File: src/core/nco_pkg.sv
// Behaviour
// - Twenty-eight bit accumulator wraps modulo two^28
// - Add selected tuning word every clock
// - Increment chosen by pin or bit
// - Switching tuning register never disturbs accumulator
// - Add selected offset to accumulator top bits
// - Two offset registers, step 1/4096 cycle
// - Top twelve phase bits address table
// - Table gives ten-bit amplitude code
// - Mode and enable bits choose table bypass
// - Comparator enabled when enable and source set
// - Ten-bit code to converter each clock
// - Offset chosen by pin or bit
// - Reset input clears pipeline, keeps registers
// - Logic pin driven only when enabled
// - Select pins reach output after seven cycles
package nco_pkg;

  // Datapath widths
  localparam int ACC_W = 28;
  localparam int PHASE_W = 12;
  localparam int DAC_W = 10;
  localparam int OFS_SHIFT = ACC_W - PHASE_W;
  localparam int AV_ADDR_W = 8;
  localparam int PIPE_LATENCY = 7;

  // Register byte addresses
  localparam logic [7:0] ADDR_FREQ_A = 8'h00;
  localparam logic [7:0] ADDR_FREQ_B = 8'h04;
  localparam logic [7:0] ADDR_PHASE_A = 8'h08;
  localparam logic [7:0] ADDR_PHASE_B = 8'h0C;
  localparam logic [7:0] ADDR_CTRL = 8'h10;
  localparam logic [7:0] ADDR_ACC = 8'h14;
  localparam logic [7:0] ADDR_OUT = 8'h18;

  // Control field positions
  localparam int CTL_FREQ_POS = 0;
  localparam int CTL_PHASE_POS = 1;
  localparam int CTL_PINS_POS = 2;
  localparam int CTL_MODE_POS = 3;
  localparam int CTL_OUTEN_POS = 4;
  localparam int CTL_OUTSRC_POS = 5;
  localparam int CTL_W = 6;

  // Reset values
  localparam logic [ACC_W-1:0] FREQ_RST = 28'h000_0000;
  localparam logic [PHASE_W-1:0] PHASE_RST = 12'h000;
  localparam logic [CTL_W-1:0] CTRL_RST = 6'h00;
  localparam logic [DAC_W-1:0] DAC_MID = 10'h200;

  // Control word, bit 0 at the bottom
  typedef struct packed {
    logic logic_out_source_bit;
    logic logic_out_enable_bit;
    logic ramp_mode;
    logic use_pins;
    logic phase_choose_bit;
    logic freq_choose_bit;
  } nco_ctrl_t;

  // Register selects travelling down the pipeline
  typedef struct packed {
    logic freq_sel;
    logic phase_sel;
  } nco_sel_t;

endpackage : nco_pkg

File: src/core/nco_top.sv
// Implementation choices: the register addresses and the Avalon-MM interface to the registers.
`timescale 1ns/1ps
module nco_top
(
  // Clock, reset and enable
  input wire logic CLK_IN,
  input wire logic RSTN_IN,
  input wire logic CE_IN,
  // Pipeline reset and select pins
  input wire logic RESET_IN,
  input wire logic FREQ_CHOOSE_PIN_IN,
  input wire logic PHASE_CHOOSE_PIN_IN,
  // Comparator result from the analog side
  input wire logic COMP_IN,
  // Avalon-MM slave
  input wire logic [nco_pkg::AV_ADDR_W-1:0] AVS_ADDRESS_IN,
  input wire logic AVS_READ_IN,
  input wire logic AVS_WRITE_IN,
  input wire logic [31:0] AVS_WRITEDATA_IN,
  input wire logic [3:0] AVS_BYTEENABLE_IN,
  output logic [31:0] AVS_READDATA_OUT,
  output logic AVS_WAITREQUEST_OUT,
  // Converter and logic outputs
  output logic [nco_pkg::DAC_W-1:0] DAC_CODE_OUT,
  output logic COMP_ENABLE_OUT,
  output logic LOGIC_OUT,
  output logic LOGIC_OUT_EN_OUT
);

  ////////////////////////////////////////////////////////////////////
  // Software registers

  // Tuning words
  logic [nco_pkg::ACC_W-1:0] freq_tuning_reg_a;
  logic [nco_pkg::ACC_W-1:0] freq_tuning_reg_b;
  // Phase offsets
  logic [nco_pkg::PHASE_W-1:0] phase_offset_reg_a;
  logic [nco_pkg::PHASE_W-1:0] phase_offset_reg_b;
  // Control word
  nco_pkg::nco_ctrl_t ctrl;

  ////////////////////////////////////////////////////////////////////
  // Pipeline state

  // Stage 1 selects
  nco_pkg::nco_sel_t sel_q;
  // Stage 2 increment and delayed phase select
  logic [nco_pkg::ACC_W-1:0] inc_q;
  logic psel_d2;
  // Stage 3 accumulator and phase select
  logic [nco_pkg::ACC_W-1:0] acc;
  logic psel_d3;
  // Stage 4 offset-adjusted phase
  logic [nco_pkg::ACC_W-1:0] phase_q;
  // Stage 5 table address
  logic [nco_pkg::PHASE_W-1:0] addr_q;
  // Stage 6 table data, ramp code and sign
  logic [nco_pkg::DAC_W-1:0] rom_data;
  logic [nco_pkg::DAC_W-1:0] ramp_q;
  logic msb_q;
  // Stage 7 outputs
  logic [nco_pkg::DAC_W-1:0] dac_q;
  logic logic_q;

  ////////////////////////////////////////////////////////////////////
  // Bus state

  // Second cycle of an access
  logic ack_q;
  // Read data holding register
  logic [31:0] rdata_q;

  ////////////////////////////////////////////////////////////////////
  // Select decode

  // Pins or bits choose the registers
  wire freq_sel_now = ctrl.use_pins ? FREQ_CHOOSE_PIN_IN
                                     : ctrl.freq_choose_bit;
  wire phase_sel_now = ctrl.use_pins ? PHASE_CHOOSE_PIN_IN
                                      : ctrl.phase_choose_bit;
  wire [1:0] sel_now = {freq_sel_now, phase_sel_now};

  // Increment picked from stage 1 select
  wire [nco_pkg::ACC_W-1:0] inc_now = sel_q.freq_sel ? freq_tuning_reg_b
                                                     : freq_tuning_reg_a;

  // Offset picked at stage 3
  wire [nco_pkg::PHASE_W-1:0] ofs_now = psel_d3 ? phase_offset_reg_b
                                                : phase_offset_reg_a;

  // Offset lands on the top twelve bits
  wire [nco_pkg::ACC_W-1:0] ofs_wide = {ofs_now, {nco_pkg::OFS_SHIFT{1'b0}}};
  wire [nco_pkg::ACC_W-1:0] next_phase = acc + ofs_wide;

  // Table bypass when ramp mode without logic output
  wire bypass = ctrl.ramp_mode && !ctrl.logic_out_enable_bit;

  // Ramp code from top ten phase bits
  wire [nco_pkg::DAC_W-1:0] ramp_now =
    addr_q[nco_pkg::PHASE_W-1 -: nco_pkg::DAC_W];

  // Converter code choice
  wire [nco_pkg::DAC_W-1:0] next_dac = bypass ? ramp_q : rom_data;

  // Logic pin source choice
  wire next_logic = ctrl.logic_out_source_bit ? COMP_IN : msb_q;

  // Pipeline clear from the reset pin
  wire clr = RESET_IN;

  ////////////////////////////////////////////////////////////////////
  // Bus decode

  // Any request in flight
  wire req = AVS_READ_IN || AVS_WRITE_IN;
  // Write completes on the second cycle
  wire wr_go = CE_IN && AVS_WRITE_IN && ack_q;
  wire next_ack = req && !ack_q;

  // Register hits
  wire hit_fa = AVS_ADDRESS_IN == nco_pkg::ADDR_FREQ_A;
  wire hit_fb = AVS_ADDRESS_IN == nco_pkg::ADDR_FREQ_B;
  wire hit_pa = AVS_ADDRESS_IN == nco_pkg::ADDR_PHASE_A;
  wire hit_pb = AVS_ADDRESS_IN == nco_pkg::ADDR_PHASE_B;
  wire hit_ct = AVS_ADDRESS_IN == nco_pkg::ADDR_CTRL;
  wire hit_ac = AVS_ADDRESS_IN == nco_pkg::ADDR_ACC;
  wire hit_ou = AVS_ADDRESS_IN == nco_pkg::ADDR_OUT;

  // Read mux, unmapped reads zero
  wire [31:0] rd_mux =
    hit_fa ? {4'h0, freq_tuning_reg_a} :
    hit_fb ? {4'h0, freq_tuning_reg_b} :
    hit_pa ? {20'h0_0000, phase_offset_reg_a} :
    hit_pb ? {20'h0_0000, phase_offset_reg_b} :
    hit_ct ? {26'h000_0000, ctrl} :
    hit_ac ? {4'h0, acc} :
    hit_ou ? {21'h00_0000, logic_q, dac_q} :
    32'h0000_0000;

  // Byte-lane merge of write data over current value
  logic [31:0] wr_merged;
  genvar lane;
  generate
    for (lane = 0; lane < 4; lane++)
    begin : g_lane
      assign wr_merged[lane*8 +: 8] = AVS_BYTEENABLE_IN[lane] ?
        AVS_WRITEDATA_IN[lane*8 +: 8] : rd_mux[lane*8 +: 8];
    end
  endgenerate

  // Bus outputs
  // Frozen clock keeps the wait up, so no write is lost while CE is low
  assign AVS_WAITREQUEST_OUT = req && !(ack_q && CE_IN);
  assign AVS_READDATA_OUT = rdata_q;

  ////////////////////////////////////////////////////////////////////
  // Bus handshake

  // Wait one cycle, then complete
  always_ff @(posedge CLK_IN or negedge RSTN_IN)
  begin
    if (!RSTN_IN)
      ack_q <= 1'b0;
    else if (CE_IN)
      ack_q <= next_ack;
  end

  // Capture read data in the wait cycle
  always_ff @(posedge CLK_IN or negedge RSTN_IN)
  begin
    if (!RSTN_IN)
      rdata_q <= 32'h0000_0000;
    else if (CE_IN && AVS_READ_IN && !ack_q)
      rdata_q <= rd_mux;
  end

  ////////////////////////////////////////////////////////////////////
  // Register writes, untouched by the reset pin

  // Tuning words
  always_ff @(posedge CLK_IN or negedge RSTN_IN)
  begin
    if (!RSTN_IN)
    begin
      freq_tuning_reg_a <= nco_pkg::FREQ_RST;
      freq_tuning_reg_b <= nco_pkg::FREQ_RST;
    end
    else if (wr_go)
    begin
      if (hit_fa)
        freq_tuning_reg_a <= wr_merged[nco_pkg::ACC_W-1:0];
      if (hit_fb)
        freq_tuning_reg_b <= wr_merged[nco_pkg::ACC_W-1:0];
    end
  end

  // Phase offsets and control
  always_ff @(posedge CLK_IN or negedge RSTN_IN)
  begin
    if (!RSTN_IN)
    begin
      phase_offset_reg_a <= nco_pkg::PHASE_RST;
      phase_offset_reg_b <= nco_pkg::PHASE_RST;
      ctrl <= nco_pkg::CTRL_RST;
    end
    else if (wr_go)
    begin
      if (hit_pa)
        phase_offset_reg_a <= wr_merged[nco_pkg::PHASE_W-1:0];
      if (hit_pb)
        phase_offset_reg_b <= wr_merged[nco_pkg::PHASE_W-1:0];
      if (hit_ct)
        ctrl <= wr_merged[nco_pkg::CTL_W-1:0];
    end
  end

  ////////////////////////////////////////////////////////////////////
  // Pipeline stages 1 and 2, plus stage 3 phase select

  // Select capture and increment fetch
  always_ff @(posedge CLK_IN or negedge RSTN_IN)
  begin
    if (!RSTN_IN)
    begin
      sel_q <= '0;
      inc_q <= nco_pkg::FREQ_RST;
      psel_d2 <= 1'b0;
      psel_d3 <= 1'b0;
    end
    else if (CE_IN)
    begin
      sel_q <= clr ? 2'b00 : sel_now;
      inc_q <= clr ? nco_pkg::FREQ_RST : inc_now;
      psel_d2 <= clr ? 1'b0 : sel_q.phase_sel;
      psel_d3 <= clr ? 1'b0 : psel_d2;
    end
  end

  ////////////////////////////////////////////////////////////////////
  // Stage 3 accumulator

  // Only the increment changes on a switch
  nco_accum u_accum
  (
    .clk(CLK_IN),
    .rstn(RSTN_IN),
    .ce(CE_IN),
    .clr(clr),
    .inc(inc_q),
    .acc(acc)
  );

  ////////////////////////////////////////////////////////////////////
  // Stages 4 and 5

  // Phase offset add and truncation
  always_ff @(posedge CLK_IN or negedge RSTN_IN)
  begin
    if (!RSTN_IN)
    begin
      phase_q <= nco_pkg::FREQ_RST;
      addr_q <= nco_pkg::PHASE_RST;
    end
    else if (CE_IN)
    begin
      phase_q <= clr ? nco_pkg::FREQ_RST : next_phase;
      addr_q <= clr ? nco_pkg::PHASE_RST
                    : phase_q[nco_pkg::ACC_W-1 -: nco_pkg::PHASE_W];
    end
  end

  ////////////////////////////////////////////////////////////////////
  // Stage 6 table, ramp and sign

  // Sine table with registered output
  nco_sine_rom u_rom
  (
    .clk(CLK_IN),
    .rstn(RSTN_IN),
    .ce(CE_IN),
    .clr(clr),
    .addr(addr_q),
    .data(rom_data)
  );

  // Ramp and sign aligned with the table
  always_ff @(posedge CLK_IN or negedge RSTN_IN)
  begin
    if (!RSTN_IN)
    begin
      ramp_q <= nco_pkg::DAC_MID;
      msb_q <= 1'b0;
    end
    else if (CE_IN)
    begin
      ramp_q <= clr ? nco_pkg::DAC_MID : ramp_now;
      msb_q <= clr ? 1'b0 : addr_q[nco_pkg::PHASE_W-1];
    end
  end

  ////////////////////////////////////////////////////////////////////
  // Stage 7 outputs

  // Converter code and logic pin data
  always_ff @(posedge CLK_IN or negedge RSTN_IN)
  begin
    if (!RSTN_IN)
    begin
      dac_q <= nco_pkg::DAC_MID;
      logic_q <= 1'b0;
    end
    else if (CE_IN)
    begin
      dac_q <= clr ? nco_pkg::DAC_MID : next_dac;
      logic_q <= clr ? 1'b0 : next_logic;
    end
  end

  // Output drive
  assign DAC_CODE_OUT = dac_q;
  assign LOGIC_OUT = logic_q;
  assign LOGIC_OUT_EN_OUT = ctrl.logic_out_enable_bit;
  assign COMP_ENABLE_OUT = ctrl.logic_out_enable_bit
                           && ctrl.logic_out_source_bit;

  ////////////////////////////////////////////////////////////////////
  // Checks

  property p_inc_select;
    @(posedge CLK_IN) disable iff (!RSTN_IN)
    (CE_IN && !clr) |=> (inc_q == (($past(sel_q.freq_sel)) ?
      $past(freq_tuning_reg_b) : $past(freq_tuning_reg_a)));
  endproperty
  a_inc_select: assert property (p_inc_select) else $error("wrong increment");

  property p_phase_add;
    @(posedge CLK_IN) disable iff (!RSTN_IN)
    (CE_IN && !clr) |=> (phase_q == $past(acc) + $past(ofs_wide));
  endproperty
  a_phase_add: assert property (p_phase_add) else $error("offset add wrong");

  property p_addr_trunc;
    @(posedge CLK_IN) disable iff (!RSTN_IN)
    (CE_IN && !clr) |=> (addr_q == $past(phase_q[27:16]));
  endproperty
  a_addr_trunc: assert property (p_addr_trunc) else $error("address not top bits");

  property p_ramp_out;
    @(posedge CLK_IN) disable iff (!RSTN_IN)
    (CE_IN && !clr && bypass) ##1 (CE_IN && !clr && bypass)
      |=> (DAC_CODE_OUT == $past(addr_q[11:2], 2));
  endproperty
  a_ramp_out: assert property (p_ramp_out) else $error("ramp code wrong");

  property p_comp_enable;
    @(posedge CLK_IN) disable iff (!RSTN_IN)
    (wr_go && hit_ct) |=> (COMP_ENABLE_OUT == ($past(wr_merged[nco_pkg::CTL_OUTEN_POS])
      && $past(wr_merged[nco_pkg::CTL_OUTSRC_POS])));
  endproperty
  a_comp_enable: assert property (p_comp_enable) else $error("comparator enable wrong");

  property p_pipe_reset;
    @(posedge CLK_IN) disable iff (!RSTN_IN)
    (CE_IN && clr) |=> (DAC_CODE_OUT == nco_pkg::DAC_MID && phase_q == '0);
  endproperty
  a_pipe_reset: assert property (p_pipe_reset) else $error("pipeline not cleared");

  property p_regs_keep;
    @(posedge CLK_IN) disable iff (!RSTN_IN)
    (clr && !wr_go) |=> $stable(freq_tuning_reg_a) && $stable(ctrl);
  endproperty
  a_regs_keep: assert property (p_regs_keep) else $error("reset pin hit registers");

  property p_logic_source;
    @(posedge CLK_IN) disable iff (!RSTN_IN)
    (CE_IN && !clr && ctrl.logic_out_source_bit)
      |=> (LOGIC_OUT == $past(COMP_IN));
  endproperty
  a_logic_source: assert property (p_logic_source) else $error("logic source wrong");

  property p_sel_latency;
    @(posedge CLK_IN) disable iff (!RSTN_IN)
    (CE_IN && !clr) ##1 (CE_IN && !clr) |=> (psel_d2 == $past(phase_sel_now, 2));
  endproperty
  a_sel_latency: assert property (p_sel_latency) else $error("select delay wrong");

endmodule : nco_top

File: src/core/nco_accum.sv
`timescale 1ns/1ps
module nco_accum
(
  // Clock and reset
  input wire logic clk,
  input wire logic rstn,
  input wire logic ce,
  input wire logic clr,
  // Phase step in, phase out
  input wire logic [nco_pkg::ACC_W-1:0] inc,
  output logic [nco_pkg::ACC_W-1:0] acc
);

  // Next phase, wraps by width alone
  wire [nco_pkg::ACC_W-1:0] next_acc = acc + inc;

  // Accumulator register
  always_ff @(posedge clk or negedge rstn)
  begin
    if (!rstn)
      acc <= nco_pkg::FREQ_RST;
    else if (ce)
      acc <= clr ? nco_pkg::FREQ_RST : next_acc;
  end

  ////////////////////////////////////////////////////////////////////
  // Checks

  property p_acc_step;
    @(posedge clk) disable iff (!rstn)
    (ce && !clr) |=> (acc == $past(acc) + $past(inc));
  endproperty
  a_acc_step: assert property (p_acc_step) else $error("acc step wrong");

  property p_acc_clear;
    @(posedge clk) disable iff (!rstn)
    (ce && clr) |=> (acc == '0);
  endproperty
  a_acc_clear: assert property (p_acc_clear) else $error("acc not cleared");

endmodule : nco_accum

File: src/core/nco_sine_rom.sv
`timescale 1ns/1ps
module nco_sine_rom
(
  // Clock and reset
  input wire logic clk,
  input wire logic rstn,
  input wire logic ce,
  input wire logic clr,
  // Phase address, amplitude code
  input wire logic [nco_pkg::PHASE_W-1:0] addr,
  output logic [nco_pkg::DAC_W-1:0] data
);

  // Position inside the half cycle
  wire [10:0] half_pos = addr[10:0];
  // Parabolic half-wave shape, peak at quarter cycle
  wire [21:0] shape = {11'h000, half_pos} * (22'h00_0800 - {11'h000, half_pos});
  wire [9:0] mag_raw = shape[20:11];
  // Clip to 511 so both halves fit ten bits
  wire [8:0] mag = (mag_raw > 10'h1FF) ? 9'h1FF : mag_raw[8:0];
  // Offset binary: first half above mid, second below
  wire [9:0] code = addr[11] ? (nco_pkg::DAC_MID - {1'b0, mag})
                             : (nco_pkg::DAC_MID + {1'b0, mag});

  // Registered table output
  always_ff @(posedge clk or negedge rstn)
  begin
    if (!rstn)
      data <= nco_pkg::DAC_MID;
    else if (ce)
      data <= clr ? nco_pkg::DAC_MID : code;
  end

  ////////////////////////////////////////////////////////////////////
  // Checks

  property p_rom_zero_mid;
    @(posedge clk) disable iff (!rstn)
    (ce && !clr && addr == 12'h000) |=> (data == nco_pkg::DAC_MID);
  endproperty
  a_rom_zero_mid: assert property (p_rom_zero_mid) else $error("rom zero not mid");

endmodule : nco_sine_rom

File: config.mk
export PLATFORM = sky130hd
export DESIGN_NAME = nco_top
export DESIGN_NICKNAME = d
export VERILOG_FILES = /design/src/core/nco_pkg.sv /design/src/core/nco_top.sv /design/src/core/nco_accum.sv /design/src/core/nco_sine_rom.sv
export SDC_FILE = /design/constraint.sdc
export NUM_CORES = 1
export LEC_CHECK = 0
export ABC_CLOCK_PERIOD_IN_PS = 8800
export BUFFER_PORTS_ARGS = -buffer_cell sky130_fd_sc_hd__buf_2
export CORE_ASPECT_RATIO = 1.1
export CORE_MARGIN = 8
export CORE_UTILIZATION = 25
export DETAILED_ROUTE_END_ITERATION = 12
export PLACE_DENSITY = 0.38
export SKIP_CTS_REPAIR_TIMING = 1
export SLEW_MARGIN = 25
export SYNTH_ARGS = -nofsm -noshare
export SYNTH_HDL_FRONTEND = slang
export SYNTH_HIERARCHICAL = 1
export SYNTH_SLANG_ARGS = --single-unit
export TNS_END_PERCENT = 100
File: constraint.sdc
create_clock -name CLK_IN -period 8.8 [get_ports CLK_IN]
set_input_delay 0.88 -clock CLK_IN [delete_from_list [all_inputs] [get_ports CLK_IN]]
set_output_delay 0.88 -clock CLK_IN [all_outputs]
set_load 0.01 [all_outputs]
# == Word-level counts from Yosys, hierarchy flattened ==
# Index checks and enable logic that the tools add are counted.
# word_totals
n_memories,0
ff_bits,251
word_cells,88
ramBits,0
out_inout_bits,46
latchBits,0
rom_bits,0
in_bits,53
# op_classes
n_addsub,5
reduce_logical,19
mul,1
div,0
eq_ne,6
mux,31
magnitude_cmp,1
n_shift,0
bitwise,0
# ops
cell,count
$mux 28,10
$add 28x28->28,2
$mux 10,5
$eq 8x5->1 const B,3
$mux 12,2
$mux 8,3
$mul 11x22->21,1
$eq 8x4->1 const B,2
$sub 12x11->13 const A,1
$mux 11,1
$add 10x9->10 const A,1
$gt 10x9->1 const B,1
$reduce_and 2->1,5
$sub 10x9->10 const A,1
$logic_and 1x1->1,9
$mux 9,1
$eq 8x3->1 const B,1
$logic_not 8->1,1
$mux 1,7
$mux 4,1
$logic_not 1->1,3
$mux 2,1
$logic_or 1x1->1,1

# == Logic depth before layout (Yosys ltp) ==
# logic_depth
depth_word,9
mapped_depth,29
ltp_nobuf,27

# == Modules after synthesis ==
# The synthesis kept the hierarchy.
# by_module_without_submodules
module,seq_area_each_um2,area_each_um2,cells_each,n_inst
nco_top,4832.1,9491.6,916,1
nco_sine_rom,251.5,5432.7,593,1
nco_accum,700.7,2301.0,241,1

# == Least setup slack after synthesis ==
# Ideal clock, no wire load.
# synth_path
path_kind,register to register
from,register addr_q[0] in the netlist's numbering
to,register u_rom/data[6] in the netlist's numbering
path_stages_with_launch,29
arrival_ns,6.791
synth_period_minus_slack_ns,6.924
t_required_ns,8.668
path_buffers,1
path_slack_ns,1.876
setup_time_ns,0.132
cell_sequence,dfrtp_1 > clkbuf_1 > inv_1 > ha_1 > nor3b_1 > nand2b_1 > nor4_1 > ha_1 > nand2b_1 > fa_1 > inv_1 > fa_1 > fa_1 > fa_1 > inv_1 > fa_1 > inv_1 > ha_1 > a21oi_1 > o21ai_1 > a311oi_2 > o31ai_4 > xnor2_2 > nor2_1 > ha_1 > nand4_1 > o31ai_2 > xnor2_1 > o22ai_2
# synth_via
elab_chain_len,7
word_cells_on_any_way,8
cone_classes,add/sub (3); mul (1); order compare (1); mux (3)
# synth_lines
element,line,text
"start, declared",nco_top.sv:56,logic [nco_pkg::PHASE_W-1:0] addr_q;
"start signal, assigned",nco_top.sv:262,addr_q <= nco_pkg::PHASE_RST;
"start signal, assigned",nco_top.sv:267,addr_q <= clr ? nco_pkg::PHASE_RST
$sub 12x11->13,nco_sine_rom.sv:17,"wire [21:0] shape = {11'h000, half_pos} * (22'h00_0800 - {11'h000, half_pos});"
$mul 11x22->21 *,nco_sine_rom.sv:17,
$gt 10x9->1,nco_sine_rom.sv:20,wire [8:0] mag = (mag_raw > 10'h1FF) ? 9'h1FF : mag_raw[8:0];
$mux 9 *,nco_sine_rom.sv:20,
$add 10x9->10 / $sub 10x9->10 (equally long branches),"nco_sine_rom.sv:23, nco_sine_rom.sv:22",
$mux 10 *,nco_sine_rom.sv:22,"wire [9:0] code = addr[11] ? (nco_pkg::DAC_MID - {1'b0, mag})"
$mux 10 *,nco_sine_rom.sv:31,data <= clr ? nco_pkg::DAC_MID : code;
"end signal, assigned",nco_sine_rom.sv:29,data <= nco_pkg::DAC_MID;
"end signal, assigned",nco_sine_rom.sv:31,
"end, declared",nco_sine_rom.sv:11,output logic [nco_pkg::DAC_W-1:0] data
# Every way passes the cells marked *; elsewhere a longest branch is shown, timed or not.
# A chain may end at the register's enable or synchronous reset.

# == Worst setup path in the final report ==
# Same ends and word-level chain as after synthesis.

==> out/qor.yml <==
status: "complete, no violations"
cts_max_level: 1
cp-start-kind: "register"
grt_start_max_net_pins: 88
final.setup.tns_ns: 0
worstSetupPathType: "reg -> reg"
reg2reg_from: "addr_q[0]"
finalHoldViolCount: 0
ir_drop_mv: 0.125
syn_area_per_cell_sq_um: 9.84
seq_area_frac_synth: 0.336
dpl.cell_count: 2705
die_w_microns: 266
clk_latency_ns: 0.55
synthCells: 1750
drv_cap: 0
cts_made_buffers: 29
drive_gt1_frac: 0.142
rr_worst_depth: 27
critical_path.endpoint: "u_rom/data[6]"
die_area_sq_um: 77600
timing.reg2reg.setup_slack_ns: 1.19
dr_total_vias: 13200
hp-class: "in -> async"
grt_pass1_wl_microns: 85200
p_total_w: 0.00244
syn_to_final_growth_pct: 13.1
antenna_found_initial: 0
io_pins: 99
rsz0062_at_grt: "false"
finalNonFillerCells: 2752
clkTransAtPathRegs_ns: 0.06
portBuffers: 90
gp_congestion: 0.806
dpl.hpwl_microns: 40300
antennaDiodeCount: 0
tritoncts: "done"
ys_warn_count: 6
finalSetupViolCount: 0
r2r_end: "u_rom/data[6]"
cp.required_ns: 9.21
yosys_register_bits: 231
drt_iter0_markers: 832
cts_root_buffer: "clkbuf_16"
ant_nets: 0
power.density_nw_per_um2: 125
vias_per_cell: 4.79
power.leakage_nw: 8.96
end_kind: "register"
final.period_utilization: 0.864
wl_per_cell_microns: 19.7
initial_core_util: 0.251
nets: 2058
finalCriticalPeriod_ns: 7.61
drc: 0
synthArstFlopShare: 1.00
grt_overflow: 0
cts_num_sinks: 231
slew_headroom: 0.348
fp.dieH_microns: 291
worst_pin_slew_ns: 0.965
rows: 101
track_usage: 0.138
drtPass1Iterations: 5
coreArea_sq_um: 68600
skew_ns: 0.0103
syn-cell-area_sq_um: 17200
wirelength_microns: 54200
worst-path-max-fanout: 8
crit_arrival_ns: 8.01
synth_edf_count: 0
synth_flop_cell: "dfrtp_1"
ctsLongestPathBuffers: 3
crit_start: "addr_q[0]"
ys_types: 105
drv_slew: 0
clock.fmax_mhz: 131
first_global_vias: 13800
worst max-delay path, stage by stage (launching register included):
cell	delay, ns
dfrtp_1	0.37
inv_1	0.14
ha_1	0.21
nor3b_1	0.46
nand2b_1	0.18
nor4_1	0.21
ha_1	0.39
nand2b_1	0.22
fa_1	0.56
inv_1	0.05
fa_1	0.52
fa_1	0.46
fa_1	0.55
inv_1	0.05
fa_1	0.52
inv_1	0.04
ha_1	0.30
a21oi_1	0.19
o21ai_1	0.16
a311oi_2	0.42
o31ai_4	0.17
xnor2_2	0.23
nor2_1	0.22
ha_1	0.23
nand4_1	0.10
o31ai_2	0.22
xnor2_1	0.18
o22ai_2	0.09
through the flow:
stage	area, sq um	setup slack [ns]	hold slack, ns	util
floorplan	17300	1.88	0.443	-
global placement	18600	1.20	0.462	0.271
detailed placement	18600	1.18	0.467	0.271
CTS	19500	1.14	0.346	0.284
global route	19500	0.707	0.386	0.284
finish	19500	1.19	0.334	0.284
worst min path at each step:
stage / to / from
6_report: AVS_READDATA_OUT[12] / RSTN_IN
5_1_grt: AVS_READDATA_OUT[12] / RSTN_IN
4_1_cts: AVS_READDATA_OUT[12] / RSTN_IN
3_5_place_dp: AVS_READDATA_OUT[17] / AVS_READDATA_OUT[17]
3_3_place_gp: AVS_READDATA_OUT[16] / AVS_READDATA_OUT[16]
2_1_floorplan: phase_q[19] / phase_q[19]
placed cells by master, fill, tap and decap left out, types with 40 or more instances in the layout:
cell type	n
o2bb2ai_1	40
inv_1	162
mux2i_1	54
fa_1	90
mux2_2	55
buf_2	89
nand2_1	156
nor2_1	61
o21ai_0	80
a21oi_1	69
ha_1	105
nand2b_1	64
dfrtp_1	228
nor2b_1	53
state kept, by name, summed over array words and instances, names as in the netlist, 2 cells and up:
signal              count
AVS_READDATA_OUT       28
DAC_CODE_OUT           10
addr_q                 12
ctrl                    5
freq_tuning_reg_a      28
freq_tuning_reg_b      28
inc_q                  28
phase_offset_reg_a     12
phase_offset_reg_b     12
phase_q                12
ramp_q                 10
sel_q                   2
u_accum/acc            28
u_rom/data             10
cell usage after synthesis, types with 19 or more instances:
master	number	area, sq um
nand2b_1	65	407
nor2_1	61	229
mux2_2	55	619
o22ai_1	31	194
nor2b_1	53	332
dfrtp_1	228	5710
inv_1	162	608
nand2_1	156	586
o221ai_1	25	219
o2bb2ai_1	40	350
xnor2_1	27	236
ha_1	105	1310
fa_1	90	1800
a21o_1	24	180
a22o_1	24	210
xor2_1	19	166
clkbuf_1	56	210
nand3_1	21	105
o21ai_0	80	400
a21oi_1	69	345
mux2i_1	54	541
power by group:
part           internal (W)  switching [W]  total (W)
sequential          0.00108      0.0000165    0.00110
clock              0.000667       0.000466    0.00113
combinational     0.0000640       0.000143   0.000207
metal layers:
layer,global-route usage,routed length [microns],share of wire
met5,0,0,0
met4,0.0294,906,0.017
met3,0.0170,2170,0.040
met2,0.243,27400,0.50
met1,0.179,23800,0.44
cells by family (layout without fill, tap and decap cells):
logic type                 after synthesis  in the layout  share of synthesized area
muxes                                  109            109                     0.0673
xor gates and xnor gates                51             51                     0.0288
and+or+nand+nor                        468            468                      0.142
AOI/OAI and AO/OA                      434            434                      0.182
buffers and inverters                  259            324                     0.0627
adders and majority gates              195            195                      0.181
DFF                                    231            231                      0.336
other                                    3             13                   0.000654
area by class of cell:
class / count / area, sq um
Tap cell: 927 / 1160
Timing Repair Buffer: 113 / 644
Inverter: 165 / 619
Sequential cell: 231 / 5780
Fill cell: 7327 / 49100
Clock inverter: 6 / 63.8
Multi-Input combinational cell: 1270 / 10400
Clock buffer: 40 / 817
Note: power is estimated with default switching activity, not from simulation.
